**src/pkg/adc_out_consts.svh**
```systemverilog
// constants for the sample output path of the converter
`ifndef ADC_OUT_CONSTS_SVH
`define ADC_OUT_CONSTS_SVH

// =============================================
// widths and depths
`define WORD_W      12
`define CODE_W      14
`define LATENCY     11
`define PIPE_DEPTH  (`LATENCY - 1)
`define FIFO_DEPTH  16

// =============================================
// output coding
`define POS_FS_TWOS 12'h7ff
`define NEG_FS_TWOS 12'h800
`define MSB_FLIP    12'h800
`define CODE_POS_FS 14'h07ff
`define CODE_NEG_FS 14'h3800

// =============================================
// strap and pin inputs
`define PIN_W       3
`define PIN_HALF    0
`define PIN_FMT     1
`define PIN_RDY     2
`define PIN_RESET   3'h4

// =============================================
// clocking
`define CLK_HZ      25000000
`define MIN_CLK_HZ  20000000

`endif

```
**src/pkg/adc_out_pkg.sv**
```systemverilog
// types for the sample output path of the converter
`include "adc_out_consts.svh"

package adc_out_pkg;

	// =============================================
	// output coding selected by the format strap
	typedef enum logic {
		FMT_TWOS,
		FMT_OFFSET
	} fmt_t;

	// =============================================
	// one sample word with its out-of-range flag
	typedef struct packed {
		logic                 over;
		logic [`WORD_W-1:0]   word;
	} sample_t;

endpackage

```
**src/verilog/adc_sample_output_interface.sv**
```systemverilog
// sample coding, latency pipeline, output fifo and forwarded data clock
//
// What this block does
// - sample is taken on the rising edge of the conversion clock
// - word appears 11 conversion cycles after its sample, one more per word a receiver stall leaves in the fifo; receiver latches on rising clock
// - drive a true and complement data clock derived from the conversion clock
// - half_rate_select low divides the clock by two; high bypasses the divider
// - unconnected half_rate_select reads low, so divide-by-two is the default
// - 12-bit word, two's complement when format low, offset binary when high
// - unconnected format_select reads low, so two's complement is the default
// - overrange true high and comp low beyond either full scale, else opposite
// - offset binary: fff at +fs, 000 at -fs, 800 or 7ff at mid-scale
// - two's complement: 7ff at +fs, 800 at -fs, 000 or fff at mid-scale
// - inputs beyond full scale clamp to that full-scale code and set the flag
// - conversion clock always regenerated at 50% duty; source must exceed 20 MHz
// - bit 11 of the word is the msb, bit 0 the lsb
`timescale 1ns/1ps
`include "adc_out_consts.svh"

// =============================================
// sample fifo
module sample_fifo #(
	parameter int WIDTH = 13,
	parameter int DEPTH = 16
) (
	// clock and reset
	input  wire logic             clk_sys_in,
	input  wire logic             rst_n_in,
	// filling side
	input  wire logic             in_valid_in,
	output wire logic             in_ready_out,
	input  wire logic [WIDTH-1:0] in_data_in,
	// draining side
	output wire logic             out_valid_out,
	input  wire logic             out_ready_in,
	output wire logic [WIDTH-1:0] out_data_out
);
	localparam int PTR_W = $clog2(DEPTH);
	localparam int CNT_W = PTR_W + 1;

	logic [WIDTH-1:0] mem_r [DEPTH];
	logic [PTR_W-1:0] wr_ptr_r;
	logic [PTR_W-1:0] rd_ptr_r;
	logic [CNT_W-1:0] count_r;

	wire logic do_wr = in_valid_in & in_ready_out;
	wire logic do_rd = out_valid_out & out_ready_in;

	wire logic full  = (count_r == CNT_W'(DEPTH));
	wire logic empty = (count_r == '0);

	assign in_ready_out  = ~full;
	assign out_valid_out = ~empty;
	assign out_data_out  = mem_r[rd_ptr_r];

	// storage carries no reset; only pointers and count define state
	always_ff @(posedge clk_sys_in) begin
		if (do_wr) begin
			mem_r[wr_ptr_r] <= in_data_in;
		end
	end

	always_ff @(posedge clk_sys_in or negedge rst_n_in) begin
		if (!rst_n_in) begin
			wr_ptr_r <= '0;
		end else if (do_wr) begin
			wr_ptr_r <= wr_ptr_r + 1'b1;
		end
	end

	always_ff @(posedge clk_sys_in or negedge rst_n_in) begin
		if (!rst_n_in) begin
			rd_ptr_r <= '0;
		end else if (do_rd) begin
			rd_ptr_r <= rd_ptr_r + 1'b1;
		end
	end

	// full refuses a push even while popping; keeps ready off the pop path
	always_ff @(posedge clk_sys_in or negedge rst_n_in) begin
		if (!rst_n_in) begin
			count_r <= '0;
		end else if (do_wr && !do_rd) begin
			count_r <= count_r + 1'b1;
		end else if (do_rd && !do_wr) begin
			count_r <= count_r - 1'b1;
		end
	end
endmodule

// =============================================
// converter output block
module adc_sample_output_interface (
	// clock and reset
	input  wire logic                      clk_sys_in,
	input  wire logic                      rst_n_in,
	// quantised result from the analog front end
	input  wire logic signed [`CODE_W-1:0] conv_code_in,
	// strap and receiver pins
	input  wire logic                      half_rate_select_in,
	input  wire logic                      format_select_in,
	input  wire logic                      receiver_ready_in,
	// parallel sample bus
	output logic [`WORD_W-1:0]             sample_word_true_out,
	output logic [`WORD_W-1:0]             sample_word_comp_out,
	output logic                           overrange_true_out,
	output logic                           overrange_comp_out,
	// forwarded data clock
	output logic                           data_clock_out_true_out,
	output logic                           data_clock_out_comp_out,
	// status
	output logic                           sample_lost_out
);
	import adc_out_pkg::*;

	// =============================================
	// pin synchronisers
	logic [`PIN_W-1:0] pin_s1_r;
	logic [`PIN_W-1:0] pin_s2_r;
	logic [`PIN_W-1:0] pin_s3_r;
	logic [`PIN_W-1:0] pins_r;
	wire  logic [`PIN_W-1:0] pins_raw = {receiver_ready_in, format_select_in, half_rate_select_in};
	wire  logic [`PIN_W-1:0] pin_agree = ~(pin_s2_r ^ pin_s3_r);
	localparam logic [`PIN_W-1:0] PIN_INIT = `PIN_RESET;

	// reset value stands in for the pull-downs until the straps are seen
	genvar gp;
	generate
		for (gp = 0; gp < `PIN_W; gp++) begin : g_pin
			always_ff @(posedge clk_sys_in or negedge rst_n_in) begin
				if (!rst_n_in) begin
					pin_s1_r[gp] <= PIN_INIT[gp];
					pin_s2_r[gp] <= PIN_INIT[gp];
					pin_s3_r[gp] <= PIN_INIT[gp];
					pins_r[gp]   <= PIN_INIT[gp];
				end else begin
					pin_s1_r[gp] <= pins_raw[gp];
					pin_s2_r[gp] <= pin_s1_r[gp];
					pin_s3_r[gp] <= pin_s2_r[gp];
					if (pin_agree[gp]) begin
						pins_r[gp] <= pin_s3_r[gp];
					end
				end
			end
		end
	endgenerate

	wire logic half_rate = pins_r[`PIN_HALF];
	wire fmt_t fmt       = fmt_t'(pins_r[`PIN_FMT]);
	wire logic rx_ready  = pins_r[`PIN_RDY];

	// =============================================
	// conversion clock regeneration
	logic div_r;
	logic phase_r;

	// a phase toggled on ticks is always 50% duty whatever the source shape
	wire logic tick      = half_rate ? 1'b1 : div_r;
	wire logic div_nxt   = half_rate ? 1'b0 : ~div_r;
	wire logic phase_nxt = tick ? ~phase_r : phase_r;
	wire logic strobe    = tick & ~phase_r;

	always_ff @(posedge clk_sys_in or negedge rst_n_in) begin
		if (!rst_n_in) begin
			div_r <= 1'b0;
		end else begin
			div_r <= div_nxt;
		end
	end

	always_ff @(posedge clk_sys_in or negedge rst_n_in) begin
		if (!rst_n_in) begin
			phase_r <= 1'b0;
		end else begin
			phase_r <= phase_nxt;
		end
	end

	// =============================================
	// clamp and coding of the captured sample
	wire logic over_pos = conv_code_in > $signed(`CODE_POS_FS);
	wire logic over_neg = conv_code_in < $signed(`CODE_NEG_FS);

	wire logic [`WORD_W-1:0] twos_word =
		over_pos ? `POS_FS_TWOS :
		over_neg ? `NEG_FS_TWOS :
		conv_code_in[`WORD_W-1:0];

	// offset binary is two's complement with the msb inverted
	wire logic [`WORD_W-1:0] coded_word =
		(fmt == FMT_OFFSET) ? (twos_word ^ `MSB_FLIP) : twos_word;

	wire logic out_of_range = over_pos | over_neg;
	wire sample_t captured = '{over: out_of_range, word: coded_word};

	// =============================================
	// latency pipeline
	sample_t                 pipe_r [`PIPE_DEPTH];
	logic [`PIPE_DEPTH-1:0]  pipe_vld_r;
	logic                    fifo_in_ready;
	logic                    fifo_out_valid;
	sample_t                 fifo_out;

	// a full fifo freezes the pipe; the sample offered then is lost
	wire logic advance = strobe & fifo_in_ready;

	genvar gs;
	generate
		for (gs = 0; gs < `PIPE_DEPTH; gs++) begin : g_stage
			if (gs == 0) begin : g_head
				always_ff @(posedge clk_sys_in or negedge rst_n_in) begin
					if (!rst_n_in) begin
						pipe_r[gs]     <= '0;
						pipe_vld_r[gs] <= 1'b0;
					end else if (advance) begin
						pipe_r[gs]     <= captured;
						pipe_vld_r[gs] <= 1'b1;
					end
				end
			end else begin : g_body
				always_ff @(posedge clk_sys_in or negedge rst_n_in) begin
					if (!rst_n_in) begin
						pipe_r[gs]     <= '0;
						pipe_vld_r[gs] <= 1'b0;
					end else if (advance) begin
						pipe_r[gs]     <= pipe_r[gs-1];
						pipe_vld_r[gs] <= pipe_vld_r[gs-1];
					end
				end
			end
		end
	endgenerate

	// =============================================
	// output buffer
	wire logic push = advance & pipe_vld_r[`PIPE_DEPTH-1];
	wire logic pop  = strobe & rx_ready;

	sample_fifo #(
		.WIDTH ($bits(sample_t)),
		.DEPTH (`FIFO_DEPTH)
	) u_fifo (
		.clk_sys_in    (clk_sys_in),
		.rst_n_in      (rst_n_in),
		.in_valid_in   (push),
		.in_ready_out  (fifo_in_ready),
		.in_data_in    (pipe_r[`PIPE_DEPTH-1]),
		.out_valid_out (fifo_out_valid),
		.out_ready_in  (pop),
		.out_data_out  (fifo_out)
	);

	wire logic load = pop & fifo_out_valid;

	// =============================================
	// output registers
	always_ff @(posedge clk_sys_in or negedge rst_n_in) begin
		if (!rst_n_in) begin
			sample_word_true_out <= '0;
			sample_word_comp_out <= '1;
		end else if (load) begin
			sample_word_true_out <= fifo_out.word;
			sample_word_comp_out <= ~fifo_out.word;
		end
	end

	// flag loads with its own word, never on its own
	always_ff @(posedge clk_sys_in or negedge rst_n_in) begin
		if (!rst_n_in) begin
			overrange_true_out <= 1'b0;
			overrange_comp_out <= 1'b1;
		end else if (load) begin
			overrange_true_out <= fifo_out.over;
			overrange_comp_out <= ~fifo_out.over;
		end
	end

	// =============================================
	// forwarded data clock
	wire logic dclk_nxt = ~phase_nxt;

	// clock falls as data changes and rises mid-word for the receiver
	always_ff @(posedge clk_sys_in or negedge rst_n_in) begin
		if (!rst_n_in) begin
			data_clock_out_true_out <= 1'b1;
			data_clock_out_comp_out <= 1'b0;
		end else begin
			data_clock_out_true_out <= dclk_nxt;
			data_clock_out_comp_out <= ~dclk_nxt;
		end
	end

	// =============================================
	// status
	wire logic lost_nxt = strobe & ~fifo_in_ready;

	always_ff @(posedge clk_sys_in or negedge rst_n_in) begin
		if (!rst_n_in) begin
			sample_lost_out <= 1'b0;
		end else begin
			sample_lost_out <= lost_nxt;
		end
	end
endmodule

```
**config.mk**
```make
export PLATFORM = sky130hd
export DESIGN_NAME = adc_sample_output_interface
export DESIGN_NICKNAME = d
export VERILOG_FILES = /design/src/pkg/adc_out_pkg.sv /design/src/verilog/adc_sample_output_interface.sv
export VERILOG_INCLUDE_DIRS = /design/src /design/src/pkg
export SDC_FILE = /design/constraint.sdc
export NUM_CORES = 1
export LEC_CHECK = 0
export ABC_AREA = 1
export BUFFER_PORTS_ARGS = -buffer_cell sky130_fd_sc_hd__buf_2
export CELL_PAD_IN_SITES_DETAIL_PLACEMENT = 0
export CELL_PAD_IN_SITES_GLOBAL_PLACEMENT = 1
export CORE_UTILIZATION = 47
export DETAILED_ROUTE_END_ITERATION = 8
export PLACE_DENSITY = 0.84
export SYNTH_ARGS = -nofsm -noshare
export SYNTH_HDL_FRONTEND = slang
export SYNTH_HIERARCHICAL = 1
export SYNTH_SLANG_ARGS = --single-unit
```
**constraint.sdc**
```tcl
create_clock -name clk_sys_in -period 7 [get_ports clk_sys_in]
set_clock_uncertainty 0.15 [all_clocks]
set_input_delay 1.05 -clock clk_sys_in [delete_from_list [all_inputs] [get_ports clk_sys_in]]
set_output_delay 1.05 -clock clk_sys_in [all_outputs]
set_load 0.05 [all_outputs]
```
==> qor.csv, run 1 <==
metric;value;unit
post-cts-setup-buffer-count;0;
hold_end;pin_s2_r[1];
dr.pass1.iters;5;
worst_pin_slew;1251;ps
startpoint_type;flip-flop;
grt_max_degree;128;
min_period;3347;ps
drtIter0Drc;945;
yosysTopAreaCellShare;38.02;%
ir_drop;0.4798;mV
end_kind;flip-flop;
path_common_cell;nor2_1;
cts_num_sinks;403;
r2r_start;u_fifo/count_r[0];
max_slew_margin;16.32;%
grt_antenna_before_repair;0;
clkSlewWorstSetupHoldPaths;60;ps
hp-class;reg -> reg;
viasPerCell;4.927;
crit_path_max_fanout;45;
place_congestion;0.8515;
syn-num-nets;1649;
hold_depth;0;
h-tree-depth;2;
holdCritStartpoint;pin_s1_r[1];
setup_viol;0;
post-route-period-util;47.82;%
cp_slowest_cell;nor2_1;
synth_area_leaders;edfxtp_1 (38%), dfrtp_1 (27%), nand2_1 (14%);
rows;68;
cts_hold_buf;0;
slew_viol_final;0;
grt_pass1_wl;53340;um
reg2reg_to;u_fifo/mem_r[14][5];
gr-total-overflow;0;
grt_pass1_vias;9944;
ios;48;
yosysUniqueCellTypes;29;
worst_ep_required_time;6990;ps
fmax;0.2988;GHz
cpPeakStageDelay;980;ps
area_growth;10.79;%
synth.avg_cell_area;10.15;sq um
die_h;189.0;um
diodes;0;
cts_resized;0;
cp.arrival;3340;ps
clk_path_buf_depth;3;
start_util;47.68;%
hpwl;20370;um
leakage;0.008144;uW
status;complete, no violations;
path_cells;nor2_1 > nand4_1 > nand2_4 > nor2_1 > nand2_1 > inv_1 > nand2_1 > nor2_1;
dieWidth;189.0;um
clkLatencyLatePin;530;ps
synthesis.area;0.01643;sq mm
numCtsBuffers;42;
path_class;reg -> reg;
reg2reg_depth;8;
hold_slack;199.7;ps
die_area;0.03571;sq mm
vias;10500;
drc;0;
seq_area;0.01115;sq mm
p_per_area;438.2;mW/mm^2
synth_cells;1619;
ff2ff_setup_slack;3650;ps
final_common_cell;nand2_1;
cts_root_buf;clkbuf_16;
tritoncts;built;
num-fill-cells;3133;
yosysWarnings;6;
wl;33340;um
drive_gt1_share;9.666;%
grtUsageTotal;19.18;%
final_cell_mix;nand2_1 (600), edfxtp_1 (208), dfrtp_1 (176);
coreArea;0.03446;sq mm
ys_seq_area_share;67.85;%
port_buffers;47;
ant_nets;0;
rsz0062_at_grt;false;
ys_ff_latch;403;
hold_violations;0;
avgRoutedWirePerCell;15.64;um
synth_top_area_cell;edfxtp_1;
layout.nets;1675;
tns;0;ps
drv_cap;0;
multi_input_area;0.004187;sq mm
registers in the layout, indices dropped and copies added (netlist names), 3 cells and up:
name                  count
u_fifo/mem_r            208
pipe_r                  130
sample_word_comp_out     12
sample_word_true_out     12
pipe_vld_r               10
u_fifo/count_r            5
u_fifo/rd_ptr_r           4
u_fifo/wr_ptr_r           4
pin_s1_r                  3
pin_s2_r                  3
pin_s3_r                  3
critical path, delay by kind of cell, from the launching register on:
family / cells / cell delay, ps
flops: 1 / 430
simple gates: 7 / 2100
buf+inv: 1 / 260
cell usage after synthesis:
cell type    n
a21oi_1      1
buf_12       1
buf_2       40
buf_4        6
buf_6        9
buf_8        1
clkbuf_1    15
dfrtp_1    177
dfstp_2     18
edfxtp_1   208
fa_1         1
ha_1        10
inv_1      167
inv_2        3
inv_4        3
maj3_1       3
nand2_1    600
nand2_2     12
nand2_4      1
nand3_1     99
nand3_2      1
nand4_1      3
nor2_1      89
nor2_2      10
nor2_8       1
o21ai_0    126
o21ai_1      7
xnor2_1      3
xor2_1       4
kinds of logic (layout without fill, tap and decap cells):
kind of cell,Yosys count,count (layout),synth area share (%)
xor gates and xnor gates,7,7,0.3732
adders and majority gates,14,14,1.066
DFF,403,403,67.85
buffers and inverters,245,302,6.664
and+or+nand+nor,816,816,19.96
AOI/OAI and AO/OA,134,134,4.082
routing by layer:
layer,global-route usage [%],wire length [um],vias up,share of wire (%)
met4,5.924,831,0,2.5
met2,32.48,16570,245,50
li1,-,-,5205,-
met3,2.706,1651,59,5.0
met1,25.65,14280,4991,43
met5,0,0,-,0
worst max-delay path by stage:
stage | cells past startpoint | to | start | slack, ps
finish | 8 | u_fifo/mem_r[14][5] | u_fifo/count_r[0] | 3650
global placement | 8 | u_fifo/mem_r[14][0] | u_fifo/count_r[0] | 3750
floorplan | 17 | u_fifo/count_r[4] | data_clock_out_comp_out | 4090
detailed placement | 8 | u_fifo/mem_r[14][0] | u_fifo/count_r[0] | 3650
CTS | 8 | u_fifo/mem_r[14][5] | u_fifo/count_r[0] | 3620
global route | 8 | u_fifo/mem_r[5][5] | u_fifo/count_r[0] | 3380
through the flow:
stage / power, uW / util [%] / setup slack (ps) / instance area, sq um / std cells
floorplan: 5185 / - / 4093 / 16430 / 1619
global placement: 5821 / 48.93 / 3751 / 16860 / 2056
detailed placement: 5893 / 48.93 / 3653 / 16860 / 2056
CTS: 8076 / 52.83 / 3619 / 18200 / 2131
global route: 8465 / 52.83 / 3378 / 18200 / 2131
finish: 7977 / 52.83 / 3653 / 18200 / 2131
cell type report:
cell class | count | area share [%]
Clock inverter | 21 | 1.010
Inverter | 173 | 3.609
Sequential cell | 403 | 61.27
Timing Repair Buffer | 54 | 1.629
Clock buffer | 54 | 6.358
Tap cell | 455 | 3.128
Multi-Input combinational cell | 971 | 23.00
report_power, final:
part / switching (uW) / internal (uW)
Combinational: 1580 / 580
Sequential: 514 / 3150
Clock: 874 / 1280
Total: 2970 / 5010
No activity file was read; power rests on OpenSTA's default activity.
==> inputs of run 2 (changes only) <==
ABC_AREA = 0   (was 1)
PLACE_DENSITY = 0.82   (was 0.84)
clock period = 3 ns   (was 7 ns; I/O delays follow)
==> qor.csv, run 2 <==
metric;value;unit;change
final_cell_mix;edfxtp_1 (208), dfrtp_1 (176), mux2_2 (98);;
drc;0;;unchanged
drtIter0Drc;575;;-39%
start_util;48.22;%;+0.54 points
cp_slowest_cell;dfrtp_1;;
ys_ff_latch;403;;unchanged
r2r_start;half_rate;;
end_kind;flip-flop;;
grt_pass1_vias;7918;;-20%
dieWidth;185.4;um;-1.9%
avgRoutedWirePerCell;18.09;um;+16%
path_class;reg -> reg;;
worst_pin_slew;1045;ps;-205.4 ps
yosysWarnings;6;;unchanged
met1_length;11440;um;-20%
dr.pass1.iters;4;;-1
ff2ff_setup_slack;190;ps;-3470 ps
clkLatencyLatePin;530;ps;about the same
wl_met2;13050;um;-21%
largestRegisters;u_fifo/mem_r (208), pipe_r (130);;
wl;26430;um;-21%
gr-total-overflow;0;;unchanged
ys_top_cells_by_count;edfxtp_1 (208), dfrtp_1 (177), mux2_2 (98), mux2i_1 (53), nand2_1 (49);;
dp.cells;1381;;-33%
synth_area_leaders;edfxtp_1 (40%), dfrtp_1 (28%), mux2_2 (7.0%);;
rows;66;;-2.9%
grtUsageTotal;16.28;%;-2.9 points
layout.nets;1016;;-39%
rsz0062_at_grt;false;;
place_congestion;0.7695;;-9.6%
path_buf_inv;1;;unchanged
setup_viol;0;;unchanged
die_area;0.03437;sq mm;-3.7%
hpwl;16410;um;-19%
die_h;185.4;um;-1.9%
grt_max_degree;91;;-29%
area_growth;13.61;%;
leakage;0.007027;uW;-14%
synthArstFlopShare;48.39;%;unchanged
hp-class;in -> reg;;
finalWorstSetupSlack;185.2;ps;-3468 ps
final_common_cell;edfxtp_1;;
slew_viol_final;0;;unchanged
path_cells;or2_2 > ha_2 > and2_1 > nand2_1 > ha_1 > inv_2 > fa_2 > a21o_1 > a21oi_1 > mux2i_1 > xnor2_1;;
status;complete, no violations;;
hold_depth;4;;+4
port_buffers;47;;unchanged
tritoncts;built;;
tns;0;ps;unchanged
max_slew_margin;29.95;%;+14 points
synth_cells;909;;-44%
ios;48;;unchanged
h-tree-depth;2;;unchanged
synth.avg_cell_area;17.39;sq um;+71%
met3_length;1224;um;-26%
synth-main-ff-cell;edfxtp_1;;
numCtsBuffers;41;;-2.4%
synth.most_common_cell;edfxtp_1;;
holdCritStartpoint;conv_code_in[9];;
crit_family;adder cells;;
synth_edf_count;208;;unchanged
ir_drop;0.5803;mV;+21%
min_period;2815;ps;-532.2 ps
worst_ep_required_time;3300;ps;-3690 ps
dpl_worst_slack;15.50;ps;-3638 ps
clk_path_buf_depth;3;;unchanged
synthesis.area;0.01581;sq mm;-3.8%
largest_reg_flops;208;;unchanged
hold_end;pipe_r[126];;
syn-num-nets;939;;-43%
crit_path_max_fanout;5;;-89%
grt_antenna_before_repair;1;;+1
grt_pass1_wl;43010;um;-19%
fmax;0.3553;GHz;+19%
final_cells;1461;;-31%
reg2reg_to;u_fifo/count_r[4];;
ys_seq_area_share;70.52;%;+2.7 points
num-fill-cells;2573;;-18%
synth_top_area_cell;edfxtp_1;;
clkSlewWorstSetupHoldPaths;60;ps;about the same
cpPeakStageDelay;380;ps;-600 ps
yosysUniqueCellTypes;42;;+45%
p_per_area;1080;mW/mm^2;+150%
yosysTopAreaCellShare;39.51;%;+1.5 points
highest_layer;met4;;
drv_cap;0;;unchanged
regMostFlops;u_fifo/mem_r;;
post-route-period-util;93.83;%;+46 points
viasPerCell;5.290;;+7.4%
hold_slack;145.1;ps;-54.61 ps
coreArea;0.03278;sq mm;-4.9%
reg2reg_depth;11;;+3
ant_nets;0;;unchanged
cts_num_sinks;403;;unchanged
drive_gt1_share;31.24;%;+22 points
cp.arrival;3110;ps;-230 ps
startpoint_type;flip-flop;;
hold_violations;0;;unchanged
cts_root_buf;clkbuf_16;;
vias;7728;;-26%
[run 2: changes by cell type after synthesis, sizes merged, moves of 17 or more]
cell / previous run / this run
a221oi: 0 / 26
nor2: 100 / 25
mux2i: 0 / 53
inv: 173 / 7
nand3: 100 / 2
o21ai: 133 / 30
mux4: 0 / 26
nand2: 613 / 50
buf: 57 / 40
mux2: 0 / 141
[run 2: cell type report]
cell class / count / area, sq um / area share (%)
inverter: 7 / 26.28 / 0.1463
tap: 442 / 553.0 / 3.079
antenna: 1 / 2.502 / 0.01393
clock buffer: 53 / 1144 / 6.368
sequential: 403 / 11150 / 62.10
multi-input combinational: 449 / 4317 / 24.04
timing repair buffer: 84 / 594.3 / 3.309
clock inverter: 22 / 170.2 / 0.9475
[run 2: logic make-up after synthesis]
group,Yosys count,share of synthesized area (%)
DFF,403,70.52
xor gates and xnor gates,11,0.6095
muxes,220,17.10
buffers and inverters,57,2.430
adders and majority gates,14,1.108
AOI/OAI and AO/OA,108,5.556
and+or+nand+nor,96,2.667
[run 2: routing by layer]
layer,track usage (%),vias up
li1,-,3614
met1,21.79,3907
met2,27.06,153
met3,2.477,54
met4,5.785,0
met5,0,-
[run 2: tightest hold or removal path: stages]
cell and delay, ps:
buf_2 80, nor2_1 30, o21bai_1 110, a22o_1 110
[run 2: per-stage QoR]
step                      power (uW)  util, %  area, sq um
after floorplan                13200        -        15810
after CTS                      19640    54.76        17950
after detailed placement       14680    50.63        16600
final                          19390    54.78        17960
after global routing           20470    54.78        17960
after global placement         14480    50.63        16600
[run 2: how the worst max path moves through the flow]
stage,startpoint,end,slack (ps),cells past startpoint
6_report,half_rate,u_fifo/count_r[4],190,11
5_1_grt,half_rate,u_fifo/count_r[4],40,11
3_5_place_dp,half_rate,u_fifo/count_r[4],20,11
2_1_floorplan,data_clock_out_comp_out,u_fifo/mem_r[3][0],4,6
4_1_cts,half_rate,u_fifo/count_r[4],60,11
3_3_place_gp,half_rate,u_fifo/count_r[4],50,11
[run 2: power by group]
| group | internal (uW) | total [uW] | switching (uW) |
|---|---|---|---|
| logic | 2610 | 5790 | 3180 |
| registers | 7660 | 8710 | 1050 |
| clock network | 2870 | 4880 | 2010 |
[run 2: timing repair]
item	in CTS	in global routing
setup buffers	0	0
pin swaps	0	1
cloned	0	0
resized for setup	1	2
hold endpoints to repair	54	0
hold buffers	4	0
setup endpoints to repair	1	1
